## src/rcs_pkg.sv

```systemverilog
package rcs_pkg;

	// ----------------------------------------------------------------
	// Register map and widths
	// ----------------------------------------------------------------
	localparam int unsigned RCS_AW = 3;
	localparam int unsigned RCS_DW = 8;
	localparam logic [2:0] RCS_ADDR_ENABLE = 3'h0;
	localparam logic [2:0] RCS_ADDR_CAUSE = 3'h1;
	localparam logic [2:0] RCS_ADDR_CLKSEL = 3'h2;
	localparam logic [2:0] RCS_ADDR_STATUS = 3'h3;
	localparam logic [2:0] RCS_ADDR_LOCK = 3'h4;
	localparam logic [2:0] RCS_ADDR_SWRST = 3'h5;

	// ----------------------------------------------------------------
	// Source enable fields and value after reset
	// ----------------------------------------------------------------
	localparam int unsigned RCS_EN_WDT = 0;
	localparam int unsigned RCS_EN_MCLK = 1;
	localparam int unsigned RCS_EN_CMP = 2;
	localparam int unsigned RCS_EN_CNV = 3;
	localparam int unsigned RCS_EN_SW = 4;
	localparam logic [7:0] RCS_ENABLE_RST = 8'h01;
	localparam logic [7:0] RCS_ENABLE_MASK = 8'h1f;

	// ----------------------------------------------------------------
	// Reset cause fields (also the request vector layout)
	// ----------------------------------------------------------------
	localparam int unsigned RCS_CS_POR = 0;
	localparam int unsigned RCS_CS_MON = 1;
	localparam int unsigned RCS_CS_WDT = 2;
	localparam int unsigned RCS_CS_MCLK = 3;
	localparam int unsigned RCS_CS_CMP = 4;
	localparam int unsigned RCS_CS_CNV = 5;
	localparam int unsigned RCS_CS_PIN = 6;
	localparam int unsigned RCS_CS_SW = 7;
	localparam logic [7:0] RCS_CAUSE_RST = 8'h01;

	// ----------------------------------------------------------------
	// Status fields
	// ----------------------------------------------------------------
	localparam int unsigned RCS_ST_EXT_OK = 2;
	localparam int unsigned RCS_ST_PLL_OK = 3;
	localparam int unsigned RCS_ST_LOCK = 4;
	localparam int unsigned RCS_ST_SUPPLY_MONITOR_ENABLE_PIN = 5;
	localparam int unsigned RCS_ST_POR = 6;
	localparam int unsigned RCS_ST_SYSRST = 7;

	// ----------------------------------------------------------------
	// Counts and keys
	// ----------------------------------------------------------------
	localparam logic [7:0] RCS_STRETCH_CYC = 8'h10;
	localparam logic [2:0] RCS_ECHO_CYC = 3'h7;
	localparam logic [7:0] RCS_LOCK_KEY = 8'ha5;

	// ----------------------------------------------------------------
	// Synchroniser lanes
	// ----------------------------------------------------------------
	localparam int unsigned RCS_SY_W = 9;
	localparam int unsigned RCS_SY_MON = 0;
	localparam int unsigned RCS_SY_SUPPLY_MONITOR_ENABLE_PIN = 1;
	localparam int unsigned RCS_SY_WDT = 2;
	localparam int unsigned RCS_SY_MCLK = 3;
	localparam int unsigned RCS_SY_CMP = 4;
	localparam int unsigned RCS_SY_CNV = 5;
	localparam int unsigned RCS_SY_PIN = 6;
	localparam int unsigned RCS_SY_EXT = 7;
	localparam int unsigned RCS_SY_PLL = 8;

	// System clock source, also the selector state
	typedef enum logic [1:0] {RCS_CLK_INT, RCS_CLK_EXT, RCS_CLK_PLL} rcs_clk_src_e;

endpackage

```

## src/rcs_clk_if.sv

```systemverilog
`timescale 1ns/1ns
interface rcs_clk_if;
	import rcs_pkg::*;
	rcs_clk_src_e req;
	logic req_valid;
	logic sys_rst;
	logic ext_ok;
	logic pll_ok;
	rcs_clk_src_e cur;

	modport ctrl (output req, output req_valid, output sys_rst, output ext_ok,
		output pll_ok, input cur);
	modport sel (input req, input req_valid, input sys_rst, input ext_ok,
		input pll_ok, output cur);
endinterface

```

## src/rcs_sync.sv

```systemverilog
`timescale 1ns/1ns
module rcs_sync
	import rcs_pkg::*;
#(
	parameter int unsigned W = RCS_SY_W
)
(
	input wire logic mclk_in,
	input wire logic rst_in,
	input wire logic [W-1:0] async_in,
	output logic [W-1:0] sync_out
);
	logic [W-1:0] meta_q;

	// ----------------------------------------------------------------
	// Two-stage synchroniser; first stage feeds only the second
	// ----------------------------------------------------------------
	always_ff @(posedge mclk_in or posedge rst_in)
	begin
		if (rst_in)
		begin
			meta_q <= '0;
			sync_out <= '0;
		end
		else
		begin
			meta_q <= async_in;
			sync_out <= meta_q;
		end
	end
endmodule

```

## src/rcs_clk_sel.sv

```systemverilog
`timescale 1ns/1ns
module rcs_clk_sel
	import rcs_pkg::*;
(
	input wire logic mclk_in,
	input wire logic rst_in,
	rcs_clk_if.sel cif
);
	rcs_clk_src_e state_q;
	rcs_clk_src_e state_d;

	// ----------------------------------------------------------------
	// Source selection; a source that is not running is never taken
	// ----------------------------------------------------------------
	always_comb
	begin
		state_d = state_q;
		case (state_q)
			RCS_CLK_EXT:
				if (!cif.ext_ok) state_d = RCS_CLK_INT; // Lost oscillator: fall back
			RCS_CLK_PLL:
				if (!cif.pll_ok) state_d = RCS_CLK_INT;
			default:
				state_d = RCS_CLK_INT;
		endcase
		if (cif.req_valid)
		begin
			case (cif.req)
				RCS_CLK_INT: state_d = RCS_CLK_INT; // RULE_09
				RCS_CLK_EXT: if (cif.ext_ok) state_d = RCS_CLK_EXT; // RULE_08
				RCS_CLK_PLL: if (cif.pll_ok) state_d = RCS_CLK_PLL;
				default: state_d = state_q;
			endcase
		end
		if (cif.sys_rst)
			state_d = RCS_CLK_INT; // RULE_07
	end

	// State register doubles as the selector output
	always_ff @(posedge mclk_in or posedge rst_in)
	begin
		if (rst_in)
			state_q <= RCS_CLK_INT; // RULE_07
		else
			state_q <= state_d;
	end

	assign cif.cur = state_q;
endmodule

```

## src/rcs_top.sv

```systemverilog
`timescale 1ns/1ns
// Overview of operation
// RULE_01 - Seven sources merge into one system reset
// RULE_02 - External low on reset pin resets device
// RULE_03 - Power-on reset driven out on reset pin
// RULE_04 - Software can disable all other sources (the code gives the reset pin request no software enable)
// RULE_05 - Supply monitor gated only by enable pin
// RULE_06 - Software may lock watchdog reset on
// RULE_07 - Internal oscillator selected after any reset
// RULE_08 - Software switches to external oscillator live
// RULE_09 - Software switches back to internal anytime
// RULE_10 - Watchdog lock cleared only by power-on
// RULE_11 - Reset held while requests active, released synchronously
module rcs_top
	import rcs_pkg::*;
(
	input wire logic mclk_in,
	input wire logic rst_in,
	input wire logic [RCS_AW-1:0] reg_addr_in,
	input wire logic [RCS_DW-1:0] reg_wdata_in,
	input wire logic reg_wr_in,
	input wire logic reg_rd_in,
	output logic [RCS_DW-1:0] reg_rdata_out,
	input wire logic supply_monitor_enable_pin_in,
	input wire logic supply_fault_in,
	input wire logic watchdog_expire_in,
	input wire logic missing_clock_in,
	input wire logic level_comparator_a_in,
	input wire logic conversion_start_input_a_in,
	input wire logic reset_pin_n_in,
	output logic reset_pin_n_out,
	output logic reset_pin_oe_out,
	input wire logic ext_osc_valid_in,
	input wire logic pll_lock_in,
	output logic sys_rst_out,
	output logic [1:0] clk_src_out
);
	logic [RCS_SY_W-1:0] raw_w;
	logic [RCS_SY_W-1:0] sy_w;
	logic [7:0] en_q;
	logic [7:0] cause_q;
	logic [7:0] req_w;
	logic [7:0] cnt_q;
	logic [2:0] echo_q;
	logic [7:0] rdata_d;
	logic sys_rst_q;
	logic por_q;
	logic lock_q;
	logic sw_q;
	logic any_req;
	logic pin_req;
	logic wr_en;
	logic wr_cause;
	logic wr_clksel;
	logic wr_lock;
	logic wr_swrst;

	rcs_clk_if cif ();

	// ----------------------------------------------------------------
	// Pin synchronisers
	// ----------------------------------------------------------------
	// Reset pin is inverted so every request lane idles low
	assign raw_w[RCS_SY_MON] = supply_fault_in;
	assign raw_w[RCS_SY_SUPPLY_MONITOR_ENABLE_PIN] = supply_monitor_enable_pin_in;
	assign raw_w[RCS_SY_WDT] = watchdog_expire_in;
	assign raw_w[RCS_SY_MCLK] = missing_clock_in;
	assign raw_w[RCS_SY_CMP] = level_comparator_a_in;
	assign raw_w[RCS_SY_CNV] = conversion_start_input_a_in;
	assign raw_w[RCS_SY_PIN] = ~reset_pin_n_in;
	assign raw_w[RCS_SY_EXT] = ext_osc_valid_in;
	assign raw_w[RCS_SY_PLL] = pll_lock_in;

	rcs_sync #(
		.W(RCS_SY_W)
	) u_sync (
		.mclk_in(mclk_in),
		.rst_in(rst_in),
		.async_in(raw_w),
		.sync_out(sy_w)
	);

	// ----------------------------------------------------------------
	// Write decode
	// ----------------------------------------------------------------
	assign wr_en = reg_wr_in && (reg_addr_in == RCS_ADDR_ENABLE);
	assign wr_cause = reg_wr_in && (reg_addr_in == RCS_ADDR_CAUSE);
	assign wr_clksel = reg_wr_in && (reg_addr_in == RCS_ADDR_CLKSEL);
	assign wr_lock = reg_wr_in && (reg_addr_in == RCS_ADDR_LOCK);
	assign wr_swrst = reg_wr_in && (reg_addr_in == RCS_ADDR_SWRST);

	// ----------------------------------------------------------------
	// Reset request combiner
	// ----------------------------------------------------------------
	// Our own pin drive echoes back through the pad; ignore it for a while
	assign pin_req = sy_w[RCS_SY_PIN] && !por_q && (echo_q == 3'h0); // RULE_02

	// Monitor has no software gate, only its enable pin
	assign req_w[RCS_CS_POR] = 1'b0;
	assign req_w[RCS_CS_MON] = sy_w[RCS_SY_MON] && sy_w[RCS_SY_SUPPLY_MONITOR_ENABLE_PIN]; // RULE_05
	assign req_w[RCS_CS_WDT] = sy_w[RCS_SY_WDT] && en_q[RCS_EN_WDT]; // RULE_04
	assign req_w[RCS_CS_MCLK] = sy_w[RCS_SY_MCLK] && en_q[RCS_EN_MCLK]; // RULE_04
	assign req_w[RCS_CS_CMP] = sy_w[RCS_SY_CMP] && en_q[RCS_EN_CMP]; // RULE_04
	assign req_w[RCS_CS_CNV] = sy_w[RCS_SY_CNV] && en_q[RCS_EN_CNV]; // RULE_04
	assign req_w[RCS_CS_PIN] = pin_req; // RULE_02
	assign req_w[RCS_CS_SW] = sw_q;
	assign any_req = |req_w; // RULE_01

	// Stretch counter restarts on every request, so reset holds throughout
	always_ff @(posedge mclk_in or posedge rst_in)
	begin
		if (rst_in)
			cnt_q <= RCS_STRETCH_CYC;
		else if (any_req)
			cnt_q <= RCS_STRETCH_CYC; // RULE_11
		else if (cnt_q != 8'h00)
			cnt_q <= cnt_q - 8'h01;
	end

	// System reset, released only on a clock edge
	always_ff @(posedge mclk_in or posedge rst_in)
	begin
		if (rst_in)
			sys_rst_q <= 1'b1;
		else
			sys_rst_q <= any_req || (cnt_q != 8'h00); // RULE_11
	end

	// ----------------------------------------------------------------
	// Reset pin drive
	// ----------------------------------------------------------------
	// Power-on reset is driven out until its stretch ends, then never again
	always_ff @(posedge mclk_in or posedge rst_in)
	begin
		if (rst_in)
			por_q <= 1'b1;
		else if (!any_req && (cnt_q == 8'h00))
			por_q <= 1'b0; // RULE_03
	end

	// Echo blanking covers the pad and synchroniser delay after release
	always_ff @(posedge mclk_in or posedge rst_in)
	begin
		if (rst_in)
			echo_q <= RCS_ECHO_CYC;
		else if (por_q)
			echo_q <= RCS_ECHO_CYC;
		else if (echo_q != 3'h0)
			echo_q <= echo_q - 3'h1;
	end

	// Open-drain pad: drive low while enabled
	always_ff @(posedge mclk_in or posedge rst_in)
	begin
		if (rst_in)
		begin
			reset_pin_oe_out <= 1'b1;
			reset_pin_n_out <= 1'b0;
		end
		else
		begin
			reset_pin_oe_out <= por_q && (any_req || (cnt_q != 8'h00)); // RULE_03
			reset_pin_n_out <= !(por_q && (any_req || (cnt_q != 8'h00)));
		end
	end

	// ----------------------------------------------------------------
	// Control registers
	// ----------------------------------------------------------------
	// Enables return to defaults on any system reset; the lock forces watchdog
	always_ff @(posedge mclk_in or posedge rst_in)
	begin
		if (rst_in)
			en_q <= RCS_ENABLE_RST;
		else if (sys_rst_q)
			en_q <= RCS_ENABLE_RST;
		else if (wr_en)
			en_q <= (reg_wdata_in & RCS_ENABLE_MASK) | (8'(lock_q) << RCS_EN_WDT); // RULE_06
		else if (lock_q)
			en_q[RCS_EN_WDT] <= 1'b1; // RULE_06
	end

	// Lock survives every reset but power-on; keyed so a stray write misses
	always_ff @(posedge mclk_in or posedge rst_in)
	begin
		if (rst_in)
			lock_q <= 1'b0; // RULE_10
		else if (wr_lock && (reg_wdata_in == RCS_LOCK_KEY))
			lock_q <= 1'b1; // RULE_06
	end

	// Software reset pulse, honoured only when its enable is set
	always_ff @(posedge mclk_in or posedge rst_in)
	begin
		if (rst_in)
			sw_q <= 1'b0;
		else
			sw_q <= wr_swrst && reg_wdata_in[0] && en_q[RCS_EN_SW] && !sys_rst_q; // RULE_04
	end

	// Cause flags: set wins over write-one-to-clear
	always_ff @(posedge mclk_in or posedge rst_in)
	begin
		if (rst_in)
			cause_q <= RCS_CAUSE_RST;
		else if (wr_cause)
			cause_q <= (cause_q & ~reg_wdata_in) | req_w;
		else
			cause_q <= cause_q | req_w; // RULE_01
	end

	// ----------------------------------------------------------------
	// Clock source selection
	// ----------------------------------------------------------------
	assign cif.req = rcs_clk_src_e'(reg_wdata_in[1:0]);
	assign cif.req_valid = wr_clksel; // RULE_08
	assign cif.sys_rst = sys_rst_q; // RULE_07
	assign cif.ext_ok = sy_w[RCS_SY_EXT];
	assign cif.pll_ok = sy_w[RCS_SY_PLL];

	rcs_clk_sel u_clk_sel (
		.mclk_in(mclk_in),
		.rst_in(rst_in),
		.cif(cif.sel)
	);

	assign clk_src_out = cif.cur;
	assign sys_rst_out = sys_rst_q;

	// ----------------------------------------------------------------
	// Read port
	// ----------------------------------------------------------------
	always_comb
	begin
		rdata_d = 8'h00;
		case (reg_addr_in)
			RCS_ADDR_ENABLE: rdata_d = en_q;
			RCS_ADDR_CAUSE: rdata_d = cause_q;
			RCS_ADDR_CLKSEL: rdata_d = {6'h00, cif.cur};
			RCS_ADDR_STATUS:
			begin
				rdata_d[1:0] = cif.cur;
				rdata_d[RCS_ST_EXT_OK] = sy_w[RCS_SY_EXT];
				rdata_d[RCS_ST_PLL_OK] = sy_w[RCS_SY_PLL];
				rdata_d[RCS_ST_LOCK] = lock_q;
				rdata_d[RCS_ST_SUPPLY_MONITOR_ENABLE_PIN] = sy_w[RCS_SY_SUPPLY_MONITOR_ENABLE_PIN];
				rdata_d[RCS_ST_POR] = por_q;
				rdata_d[RCS_ST_SYSRST] = sys_rst_q;
			end
			RCS_ADDR_LOCK: rdata_d = {7'h00, lock_q};
			default: rdata_d = 8'h00;
		endcase
	end

	// Data stand for exactly the cycle after the read strobe
	always_ff @(posedge mclk_in or posedge rst_in)
	begin
		if (rst_in)
			reg_rdata_out <= 8'h00;
		else if (reg_rd_in)
			reg_rdata_out <= rdata_d;
		else
			reg_rdata_out <= 8'h00;
	end
endmodule

```

## config.mk

```make
export PLATFORM = sky130hd
export DESIGN_NAME = rcs_top
export DESIGN_NICKNAME = d
export VERILOG_FILES = /design/src/rcs_pkg.sv /design/src/rcs_clk_if.sv /design/src/rcs_sync.sv /design/src/rcs_clk_sel.sv /design/src/rcs_top.sv
export SDC_FILE = /design/constraint.sdc
export NUM_CORES = 1
export LEC_CHECK = 0
export BUFFER_PORTS_ARGS = -buffer_cell sky130_fd_sc_hd__buf_2
export CAP_MARGIN = 0
export CORE_ASPECT_RATIO = 1.25
export CORE_UTILIZATION = 24
export DETAILED_ROUTE_END_ITERATION = 7
export PLACE_DENSITY_LB_ADDON = 0.05
export SYNTH_ARGS = -nofsm -noshare
export SYNTH_HDL_FRONTEND = slang
export SYNTH_SLANG_ARGS = --single-unit
```

## constraint.sdc

```tcl
create_clock -name mclk_in -period 3.26 [get_ports mclk_in]
set_input_delay 0.978 -clock mclk_in [delete_from_list [all_inputs] [get_ports mclk_in]]
set_output_delay 0.978 -clock mclk_in [all_outputs]
set_load 0.005 [all_outputs]
```

# Word level (Yosys, flattened, before mapping)
# Cells that the tools add are included.
dict set report word_totals {
  input_bits 24
  elab_cells 87
  output_inout_bits 13
  reg_bits 61
}
dict set report classes {
  mux 19
  n_reduce_logical 34
  bitwise 6
  eq_ne 11
  add_sub_neg 2
}
# cell n
set ops {}
lappend ops {{8-bit two-way mux} 5}
lappend ops {{8-bit one-hot mux with 5 select lines} 1}
lappend ops {{1-bit logical AND} 18}
lappend ops {{8-bit OR} 2}
lappend ops {{2-bit two-way mux} 6}
lappend ops {{8-bit bitwise AND} 1}
lappend ops {{8-bit == test, second input constant} 1}
lappend ops {{8-bit zero test} 1}
lappend ops {{8-bit NOT} 1}
lappend ops {{8-bit nonzero test} 1}
lappend ops {{8-bit by 1-bit subtractor with 8-bit output, second input constant} 1}
lappend ops {{7-bit two-way mux} 1}
lappend ops {{7-bit OR reduction} 1}
lappend ops {{3-bit by 2-bit == test with 1-bit output, second input constant} 2}
lappend ops {{3-bit == test, second input constant} 2}
lappend ops {{3-bit zero test} 2}
lappend ops {{3-bit two-way mux} 2}
lappend ops {{2-bit one-hot mux with 3 select lines} 1}
lappend ops {{2-bit nonzero test} 3}
lappend ops {{3-bit nonzero test} 2}
lappend ops {{5-bit by 2-bit inequality test with 1-bit output, second input constant} 1}
lappend ops {{5-bit by 1-bit OR with 5-bit output} 1}
lappend ops {{2-bit by 1-bit == test with 1-bit output, second input constant} 2}
lappend ops {{2-bit == test, second input constant} 2}
lappend ops {{other kinds (8)} 12}

# Longest topological paths before layout
# Gate-level depths: netlist of run 1.
dict set report depth {
  ltp_word 7
  ltp_mapped 6
  mapped_depth_nobuf 6
}

# Hierarchy
# Synthesis of run 1 repeated with hierarchy kept, for this count alone.
dict set report hier_totals {
  hier_cells 223
  area_unflattened_um2 2560.0
}
# module instances area_each_um2 seq_area_each_um2 cells_per_inst
set modules_own_cells {}
lappend modules_own_cells {rcs_top 1 1869.3 962.2 176}
lappend modules_own_cells {rcs_sync 1 454.2 450.4 19}
lappend modules_own_cells {rcs_clk_sel 1 236.5 50.0 28}

# Worst setup path after synthesis of run 1
# Ideal clock, no wire load.
dict set report synth_timing {
  path_type {input -> register}
  startpoint {input reg_wdata_in[0]}
  endpoint {register u_clk_sel.state_q[1], in the netlist u_clk_sel.cif.cur[1]}
  setup_time_ps 76
  arrival_time_ps 2045
  path_stages 6
  setup_slack_ps 1139
  path_buffers 0
  required_ps 3184
  path_cell_list {inv_1 -> ha_1 -> or4_1 -> nor3_1 -> a41oi_1 -> o21ai_1}
}
dict set report synth_via {
  elab_chain_cells 4
  word_cells_on_any_way 7
  classes_between {3 x eq/ne; 3 x mux; 1 x reduce/logical}
}
# item line
set synth_rtl {}
lappend synth_rtl {{start: declaration} rcs_top.sv:20} ;# input wire logic [RCS_DW-1:0] reg_wdata_in,
lappend synth_rtl {{2-bit == test (tied with other cells)} rcs_clk_sel.sv:28} ;# case (cif.req)
lappend synth_rtl {{2-bit one-hot mux with 3 select lines} rcs_clk_sel.sv:28}
lappend synth_rtl {{2-bit two-way mux} rcs_clk_sel.sv:26} ;# if (cif.req_valid)
lappend synth_rtl {{2-bit two-way mux} rcs_clk_sel.sv:35} ;# if (cif.sys_rst)
lappend synth_rtl {{end signal: assignment} rcs_clk_sel.sv:45} ;# state_q <= state_d;
lappend synth_rtl {{end: declaration} rcs_clk_sel.sv:9} ;# rcs_clk_src_e state_q;
# Several ways; a longest one is shown, not always the timed one.
# A chain may end at the register's enable or synchronous reset.

# Final worst setup path of run 1
dict set report layout_timing {
  startpoint {register sys_rst_q, in the netlist sys_rst_out}
  endpoint {output sys_rst_out}
}
# item line
set layout_lines {}
lappend layout_lines {{start: declaration} rcs_top.sv:46} ;# logic sys_rst_q;
lappend layout_lines {{start signal: assignment} rcs_top.sv:126} ;# sys_rst_q <= any_req || (cnt_q != 8'h00);
lappend layout_lines {{end: declaration} rcs_top.sv:35} ;# output logic sys_rst_out,
# No word-level cell between the ends.

==> metrics.txt, run 1 <==
status complete, no violations; number of flops mapped to enable cells by yosys 0; FP Rows 41; CP top delay family flip-flops; area grow syn2layout 25.6%; Peak VDD IR 238 uV; register area share after synthesis 58.1%; Syn Inst Count 218; CP max stage cell dfstp_2; number of post-CTS setup repair buffers 0; GRT overflow 0; Largest stage delay, worst path 680 ps; clock latency on the worst-skew pair 330 ps; worst hold path class flop to flop; total power 1.82 mW; max-slew violation count 0; nets@finish 295; Die Span Y 117 um; n_diodes 0; die width 93.6 um; CTS clk-pin slew, worst paths 50 ps; most frequent cells in the layout 49 x dfrtp_1, 36 x buf_2, 21 x nand2_1; initial core utilization 24.8%; Yosys reg bits 58; clock sinks 58; Final setup viols 0; top_reg_cell synth dfrtp_1; Pwr per Cell Area 577 mW/mm2; mapped cell area 0.00252 mm2; Setup Crit Path Kind flop to output pin; share of post-route cells with drive strength above 1 25.1%; final hold violation count 0; RSZ-0062 raised after global routing false; max_cap viols 0; WP data required 2280 ps; gpl congestion 0.727; DRT antenna net count 0; average size of a mapped cell 11.5 um2; Post-Syn Nets 251; DRT iter0 DRCs 91; Yosys warning total 0; type of origin of the critical path flop; DP HPWL 4270 um; antenna violations before repair 0; GRT Resource Usage Total 12.1%; post-CTS resize count 0; DRC violations left 0; Static Leakage 1.42 nW; Core ar. 0.0102 mm2; Fin Setup TNS 0 ps; Die Area 0.0109 mm2; Pre-Repair DR Iteration Count 4; vias in the first global route 1,745; CP endpoint kind output pin; Tcrit/Tclk final 66.0%; largest net degree at the start of global routing 34; Num CTS Buffers 9; Fmax 465 MHz; commonest non-fill, non-tap cell in the layout dfrtp_1; crit path cell chain buf_2; Max FO, Critical Path 11; root buf cell clkbuf_16; Slew Limit Headroom 61.5%; asr flop ratio synth 100%; DR vias/cell 4.43; Wirelength per Cell 14.8 um; Least-Margin Pin Slew 577 ps; wirelength, routed 5850 um; minimum clock period 2150 ps; H-tree Lvls 3; DR vias 1,755; post-synth cell types 41; # IOs 37; hold-fix buffer count after cts 0; Max Clock Skew 4.36 ps; CTS tree done; CTS Buffer Depth 2; first-pass GRT wire length 9260 um; port bufs 36; crit path buf inv count 1; Arr. time, crit path 1170 ps
==> synth_stat cells (2+ instances only) <==
cell type / instances / area (um2)
a21boi_1: 2 / 15.0
a41oi_1: 2 / 17.5
mux2i_1: 7 / 70.1
a22oi_1: 6 / 45.0
inv_1: 13 / 48.8
nor2b_1: 5 / 31.3
a21o_1: 4 / 30.0
nand3_1: 2 / 10.0
a22o_1: 5 / 43.8
ha_1: 9 / 113
nand2b_1: 5 / 31.3
dfrtp_1: 49 / 1230
a211oi_1: 4 / 30.0
mux2_1: 3 / 33.8
and2_1: 2 / 12.5
o21ai_1: 3 / 15.0
a21oi_1: 10 / 50.1
nor2_1: 20 / 75.1
nand2_1: 21 / 78.8
or3_1: 2 / 12.5
nor3_1: 5 / 25.0
dfstp_2: 9 / 236
o21ai_0: 2 / 10.0
buf_2: 4 / 20.0
nand3b_1: 4 / 30.0
xnor2_1: 2 / 17.5
nor4bb_1: 4 / 40.0
==> sequential cells by signal, indices dropped and copies added (netlist names), 2 cells and up <==
register,count
cause_q,8
cnt_q,8
echo_q,3
en_q,5
reg_rdata_out,8
u_clk_sel.cif.cur,2
u_sync.meta_q,9
u_sync.sync_out,9
==> final timing paths <==
kind | start | endpoint | slack [ps] | cells after the start
worst min-delay path | u_sync.meta_q[1]$_DFF_PP0_ | u_sync.sync_out[1]$_DFF_PP0_ | 340 | 0
min in group asynchronous | rst_in | u_sync.meta_q[8]$_DFF_PP0_ | 720 | 2
max in group asynchronous | rst_in | echo_q[2]$_DFFE_PP1P_ | 1890 | 3
worst min register to register | u_sync.meta_q[1]$_DFF_PP0_ | u_sync.sync_out[1]$_DFF_PP0_ | 340 | 0
worst max-delay path | sys_rst_out$_DFF_PP1_ | sys_rst_out | 1110 | 1
worst max register to register | echo_q[0]$_DFFE_PP1P_ | reset_pin_oe_out$_DFF_PP1_ | 1370 | 6
==> where the power goes <==
part           internal, mW  switching (mW)
sequential            0.745          0.0153
clock                 0.632           0.313
combinational        0.0489          0.0694
==> kinds of logic (layout without fill, tap and decap cells) <==
group                    after synthesis  in the layout  share of synthesized area [%]
AO/OA/AOI/OAI                         42             42                           11.4
XOR/XNOR                               2              2                          0.696
adder cells (fa/ha/maj)                9              9                           4.47
buffers and inverters                 18             67                           2.88
flip-flops                            58             58                           58.1
multiplexers                          11             11                           4.57
AND/OR/NAND/NOR                       78             78                           17.9
==> routing by layer <==
metal | up-vias | share of wire (%) | track usage, %
met2 | 30 | 50 | 19.3
met5 | - | 0 | 0
li1 | 853 | - | -
met1 | 862 | 44 | 14.3
met3 | 10 | 3.5 | 3.06
met4 | 0 | 2.6 | 8.41
==> final cells by class <==
type	count	area, um2
Clock buffer	14	264
Clock inverter	2	35.0
Fill cell	1066	7000
Inverter	13	48.8
Multi-Input combinational cell	142	982
Sequential cell	58	1460
Tap cell	129	161
Timing Repair Buffer	38	208
==> metrics by stage <==
stage	util (%)	hold WS, ps	cell area [um2]	cells	worst slack, ps
after floorplan	-	331	2520	218	869
after global placement	28.2	333	2860	380	932
after detailed placement	28.2	335	2860	380	907
after CTS	31.1	346	3160	396	1090
after global routing	31.1	344	3160	396	1070
final	31.1	343	3160	396	1110
(Power assumes the default switching activity.)
==> inputs of run 2 (changes only) <==
--- a/config.mk
+++ b/config.mk
@@ -5,6 +5,7 @@
 export SDC_FILE = /design/constraint.sdc
 export NUM_CORES = 1
 export LEC_CHECK = 0
+export ABC_AREA = 1
 export BUFFER_PORTS_ARGS = -buffer_cell sky130_fd_sc_hd__buf_2
 export CAP_MARGIN = 0
 export CORE_ASPECT_RATIO = 1.25
==> constraint.sdc (replaced) <==
create_clock -name mclk_in -period 1.88 [get_ports mclk_in]
set_input_delay 0.564 -clock mclk_in [delete_from_list [all_inputs] [get_ports mclk_in]]
set_output_delay 0.564 -clock mclk_in [all_outputs]
set_load 0.005 [all_outputs]
==> run 2 against run 1 <==
Clock power rose by 70%. Setup slack lost 790 ps. Sequential share of layout area decreased by 1.4 points. Global-route usage increased by 0.46 points. Critical path depth unchanged. Wire length up 6.3%. Power rose by 75%. Design area is 3.0% higher. Die area up 2.7%. Via count grew 13%.
==> metrics.txt, run 2 <==
Yosys top cell by area dfrtp_1; Yosys reg bits 58 (unchanged); WP data required 1320 ps (-960 ps); Final Cell Area 0.00326 mm2 (+3.0%); Slew Limit Headroom 70.7% (+9.2 points); nets@finish 368 (+25%); R2R Path Start echo_q[0]$_DFFE_PP1P_; Tcrit/Tclk final 83.2%; reg2reg path depth 6 (unchanged); Worst Slack Setup Final 315 ps (-793 ps); DRT antenna net count 0 (unchanged); mux share of post-synthesis cell area 0% (-4.6 points); placed cell area 0.00297 mm2 (+3.6%); end point of the critical path sys_rst_out; n_diodes 0 (unchanged); vias in the first global route 2,000 (+15%); number of flops mapped to enable cells by yosys 0 (unchanged); antenna violations before repair 0 (unchanged); Final setup viols 0 (unchanged); Synth Area in Compound Gates 6.38% (-5.0 points); post-synth cell types 29 (-29%); Core ar. 0.0106 mm2 (+4.0%); GRT overflow 0 (unchanged); top cells by instance count after synthesis 69 x nand2_1, 49 x dfrtp_1, 40 x inv_1; CP endpoint kind output pin; crit path cell chain buf_2; CTS Buffer Depth 2 (unchanged); Die Area 0.0112 mm2 (+2.7%); Fmax 639 MHz; final hold violation count 0 (unchanged); Fin Setup TNS 0 ps (unchanged); Pre-Repair DR Iteration Count 5 (+1); Least-Margin Pin Slew 439 ps (-138 ps); number of cells on the critical path 1 (unchanged); Max Clock Skew 7.64 ps (+3.29 ps); DRC violations left 0 (unchanged); largest family of logic cells by synthesized area simple AND/OR/NAND/NOR gates; mapped cell area 0.00259 mm2 (+2.8%); worst hold path class input pin to async pin; reg2reg end cnt_q[7]$_DFFE_PP0N_; asr flop ratio synth 100% (unchanged); root buf cell clkbuf_16; GRT Resource Usage Total 12.6% (+0.46 points); top_reg_cell synth dfrtp_1; CTS tree done; largest net degree at the start of global routing 29 (-15%); minimum clock period 1560 ps; Max FO, Critical Path 3 (-8); DR vias 1,989 (+13%); hold-fix buffer count after cts 0 (unchanged); first-pass GRT wire length 10,200 um (+10%); Setup Crit Path Kind flop to output pin; # IOs 37 (unchanged); Wirelength per Cell 13.2 um (-11%); Yosys warning total 0 (unchanged); Largest stage delay, worst path 560 ps (-120 ps); share of post-route cells with drive strength above 1 23.5% (-1.6 points); initial core utilization 24.5% (-0.29 points); post-CTS resize count 0 (unchanged); Num CTS Buffers 9 (unchanged); Net Switching 0.739 mW (+86%); Static Leakage 1.63 nW (+15%); R2R setup slack 360 ps (-1010 ps); type of origin of the critical path flop; average size of a mapped cell 9.05 um2 (-22%); Peak VDD IR 422 uV (+77%); wirelength, routed 6220 um (+6.3%); CTS clk-pin slew, worst paths 50 ps (about the same); Syn Inst Count 286 (+31%); biggest registers after layout u_sync.meta_q x9, u_sync.sync_out x9; port bufs 36 (unchanged); Clock power frac 50.3% (-1.5 points); area grow syn2layout 25.9%; H-tree Lvls 3 (unchanged); top-count cell post-synth nand2_1; post-place setup slack 140 ps (-767 ps); Pwr per Cell Area 980 mW/mm2 (+70%); Simple-Gate Fraction of Synth Area 25.5% (+7.6 points); max_cap viols 0 (unchanged); max-slew violation count 0 (unchanged); status complete, no violations; Sequential Power Share 42.1% (+0.4 points); CP startpoint sys_rst_out$_DFF_PP1_; Post-Synth XOR/XNOR Area 0.338% (-0.36 points); Internal 2.45 mW (+72%); DRT iter0 DRCs 58 (-36%); top-area cell type share of the netlist area 47.4% (-1.3 points); CP top delay family flip-flops; Post-Synth Adder-Cell Area 4.35% (-0.12 points); Die Span Y 118 um (+1.4%); CP max stage cell dfstp_2; Comb power frac 7.6% (+1.1 points); register area share after synthesis 56.5% (-1.6 points); DP HPWL 4810 um (+13%); RSZ-0062 raised after global routing false; most frequent cells in the layout 69 x nand2_1, 49 x dfrtp_1, 39 x inv_1; clock sinks 58 (unchanged); Post-Syn Nets 319 (+27%); commonest non-fill, non-tap cell in the layout nand2_1; hold slack 251 ps (-92.5 ps); FP Rows 42 (+2.4%); DR vias/cell 4.21 (-4.9%); Area contributors post-synth dfrtp_1 47%, nand2_1 10%, dfstp_2 9.1%; gpl congestion 0.742 (+2.0%); number of post-CTS setup repair buffers 0 (unchanged); clock latency on the worst-skew pair 320 ps (about the same); crit path buf inv count 1 (unchanged); die width 94.9 um (+1.4%); Sw Ratio 23.2% (+1.3 points); Arr. time, crit path 1000 ps (-170 ps)
[run 2: final cells by class]
class	count	area (um2)
clock buffer	13	250
tap	132	165
clock inverter	3	40.0
sequential	58	1460
inverter	46	176
timing repair buffer	39	215
fill	1124	7310
multi-input combinational	181	947
[run 2: worst min path at each step]
stage	depth (start not counted)	end	startpoint
6_report	2	cnt_q[1]$_DFFE_PP0N_	rst_in
5_1_grt	2	cnt_q[1]$_DFFE_PP0N_	rst_in
3_5_place_dp	0	u_sync.sync_out[2]$_DFF_PP0_	u_sync.meta_q[2]$_DFF_PP0_
3_3_place_gp	0	u_sync.sync_out[6]$_DFF_PP0_	u_sync.meta_q[6]$_DFF_PP0_
4_1_cts	2	cnt_q[1]$_DFFE_PP0N_	rst_in
2_1_floorplan	0	u_sync.sync_out[0]$_DFF_PP0_	u_sync.meta_q[0]$_DFF_PP0_
[run 2: kinds of logic after synthesis]
group / count (synthesis)
XOR/XNOR: 1
adder cells (fa/ha/maj): 9
AO/OA/AOI/OAI: 29
flip-flops: 58
AND/OR/NAND/NOR: 142
buffers and inverters: 47
[run 2: power groups by stage]
stage	clock network (mW)	logic (mW)	registers [mW]
6_report	1.61	0.243	1.34
5_1_grt	1.70	0.282	1.35
2_1_floorplan	0	0.158	1.35
4_1_cts	1.65	0.251	1.34
3_3_place_gp	0	0.251	1.36
3_5_place_dp	0	0.250	1.36
[run 2: per-layer routing]
| metal | GRT usage [%] | vias up | share of wire (%) |
|---|---|---|---|
| met4 | 6.16 | 0 | 2.7 |
| met1 | 14.1 | 924 | 41 |
| met2 | 20.8 | 47 | 51 |
| met5 | 0 | - | 0 |
| li1 | - | 1006 | - |
| met3 | 4.26 | 12 | 4.4 |
[run 2: through the flow]
stage	util, %	power [mW]	cells
after detailed placement	28.1	1.61	456
final	30.8	3.19	472
after floorplan	-	1.51	286
after global placement	28.1	1.62	456
after global routing	30.8	3.33	472
after CTS	30.8	3.24	472
==> inputs of run 3 (changes only) <==
==> constraint.sdc (replaced) <==
create_clock -name mclk_in -period 1.5 [get_ports mclk_in]
set_input_delay 0.45 -clock mclk_in [delete_from_list [all_inputs] [get_ports mclk_in]]
set_output_delay 0.45 -clock mclk_in [all_outputs]
set_load 0.005 [all_outputs]
==> run 3 against run 2 <==
Non-clock buffer count rose by 12. First-iteration DRC count up 57%. Utilization rose by 1.6 points. Sequential power increased by 25%. Clock skew about the same. Flip-flop and latch count is the same. Critical path depth unchanged. Global-route usage increased by 0.42 points. Sequential share of layout area fell by 2.2 points.
==> metrics.txt, run 3 (synthesis results as in run 2) <==
Peak VDD IR 544 uV (+29%); R2R setup slack 110 ps (-250 ps); H-tree Lvls 3 (unchanged); Largest stage delay, worst path 560 ps (about the same); CP max stage cell dfstp_2; Worst Slack Setup Final 49.2 ps (-266 ps); R2R Path Start echo_q[0]$_DFFE_PP1P_; Die Area 0.0112 mm2 (unchanged); WP data required 1050 ps (-270 ps); clock sinks 58 (unchanged); Pwr per Cell Area 1230 mW/mm2 (+26%); Least-Margin Pin Slew 354 ps (-84.6 ps); share of post-route cells with drive strength above 1 29.0% (+5.4 points); minimum clock period 1450 ps; DR vias 2,014 (+1.3%); CTS Buffer Depth 2 (unchanged); Arr. time, crit path 1000 ps (about the same); Num CTS Buffers 9 (unchanged); clock latency on the worst-skew pair 330 ps (about the same); Max Clock Skew 7.28 ps (-0.364 ps); # IOs 37 (unchanged); gpl congestion 0.737 (-0.63%); port bufs 36 (unchanged); GRT overflow 0 (unchanged); biggest registers after layout u_sync.meta_q x9, u_sync.sync_out x9; DR vias/cell 4.16 (-1.3%); CTS tree done; Wirelength per Cell 13.0 um (-1.0%); placed cell area 0.00305 mm2 (+2.7%); most frequent cells in the layout 68 x nand2_1, 49 x dfrtp_1, 38 x inv_1; type of origin of the critical path flop; crit path buf inv count 1 (unchanged); root buf cell clkbuf_16; Core ar. 0.0106 mm2 (unchanged); nets@finish 380 (+3.3%); CP top delay family flip-flops; DRT iter0 DRCs 91 (+57%); largest net degree at the start of global routing 34 (+17%); Setup Crit Path Kind flop to output pin; antenna violations before repair 0 (unchanged); max_cap viols 0 (unchanged); Slew Limit Headroom 76.2% (+5.5 points); Fmax 689 MHz; Final setup viols 0 (unchanged); area grow syn2layout 32.4%; DRT antenna net count 0 (unchanged); RSZ-0062 raised after global routing false; Die Span Y 118 um (unchanged); Tcrit/Tclk final 96.7%; Max FO, Critical Path 2 (-1); crit path cell chain buf_2; DP HPWL 4730 um (-1.7%); commonest non-fill, non-tap cell in the layout nand2_1; Util after Layout 32.4% (+1.6 points); wirelength, routed 6310 um (+1.5%); die width 94.9 um (unchanged); first-pass GRT wire length 10,700 um (+4.7%); GRT Resource Usage Total 13.0% (+0.42 points); CP startpoint sys_rst_out$_DFF_PP1_; final hold violation count 0 (unchanged); Fin Setup TNS 0 ps (unchanged); n_diodes 0 (unchanged); worst hold path class input pin to async pin; Static Leakage 1.71 nW (+4.9%); initial core utilization 24.5% (unchanged); status complete, no violations; Final Cell Area 0.00343 mm2 (+5.2%); total power 4.22 mW (+32%); CTS clk-pin slew, worst paths 50 ps (about the same); Pre-Repair DR Iteration Count 4 (-1); vias in the first global route 2,132 (+6.6%); DRC violations left 0 (unchanged); post-place setup slack 3.12 ps (-137 ps); FP Rows 42 (unchanged); CP endpoint kind output pin; max-slew violation count 0 (unchanged)
## run 3: cell count changes in the layout (fill, tap and decap cells not counted), sizes merged
cell / delta
buf: +12
clkinvlp: +1
clkbuf: -3
bufinv: +1
clkinv: +1
## run 3: cell type report
type | count | area (um2)
repair buffers | 51 | 318
multi-input cells | 181 | 982
well taps | 132 | 165
clock inverters | 6 | 80.1
inverters | 46 | 180
flip-flops and latches | 58 | 1460
clock buffers | 10 | 239
fillers | 1144 | 7140
## run 3: report_power, final
part / internal, mW / switching, mW / total [mW]
combinational: 0.118 / 0.206 / 0.325
clock: 1.49 / 0.725 / 2.21
sequential: 1.64 / 0.0381 / 1.68
## run 3: repair_timing
action                                 CTS  global route
setup buffers                            1             2
setup endpoints to repair                1            14
gates resized for setup                  0             9
pin swaps                                0             3
hold buffers                             0             0
endpoints found under the hold margin    0             0
## run 3: worst paths after layout
check | endpoint | cells after the start
worst max-delay path | sys_rst_out | 1
worst min-delay path | u_sync.sync_out[8]$_DFF_PP0_ | 2
worst max register to register | cnt_q[3]$_DFFE_PP0N_ | 8
worst min register to register | u_sync.sync_out[7]$_DFF_PP0_ | 0
max in group asynchronous | en_q[0]$_DFFE_PP1P_ | 3
min in group mclk_in | u_sync.meta_q[1]$_DFF_PP0_ | 1
## run 3: metrics by stage
step / cells / hold slack [ps]
finish: 484 / 72.8
global route: 484 / 92.1
CTS: 482 / 74.3
detailed placement: 465 / 335
global placement: 465 / 335
floorplan: 286 / 331
## run 3: worst register-to-register path: cells and delay by family (launching register included)
family,cells,cell delay [ps]
buffers and inverters,2,90
and+or+nand+nor,5,520
DFF,1,510
adders and majority gates,1,180
## run 3: per-layer routing
metal | routed length (um) | up-vias | global-route usage [%]
met2 | 3240 | 31 | 21.8
met4 | 116 | 0 | 6.63
met3 | 212 | 8 | 3.17
met5 | 0 | - | 0
li1 | - | 1030 | -
met1 | 2740 | 945 | 15.0
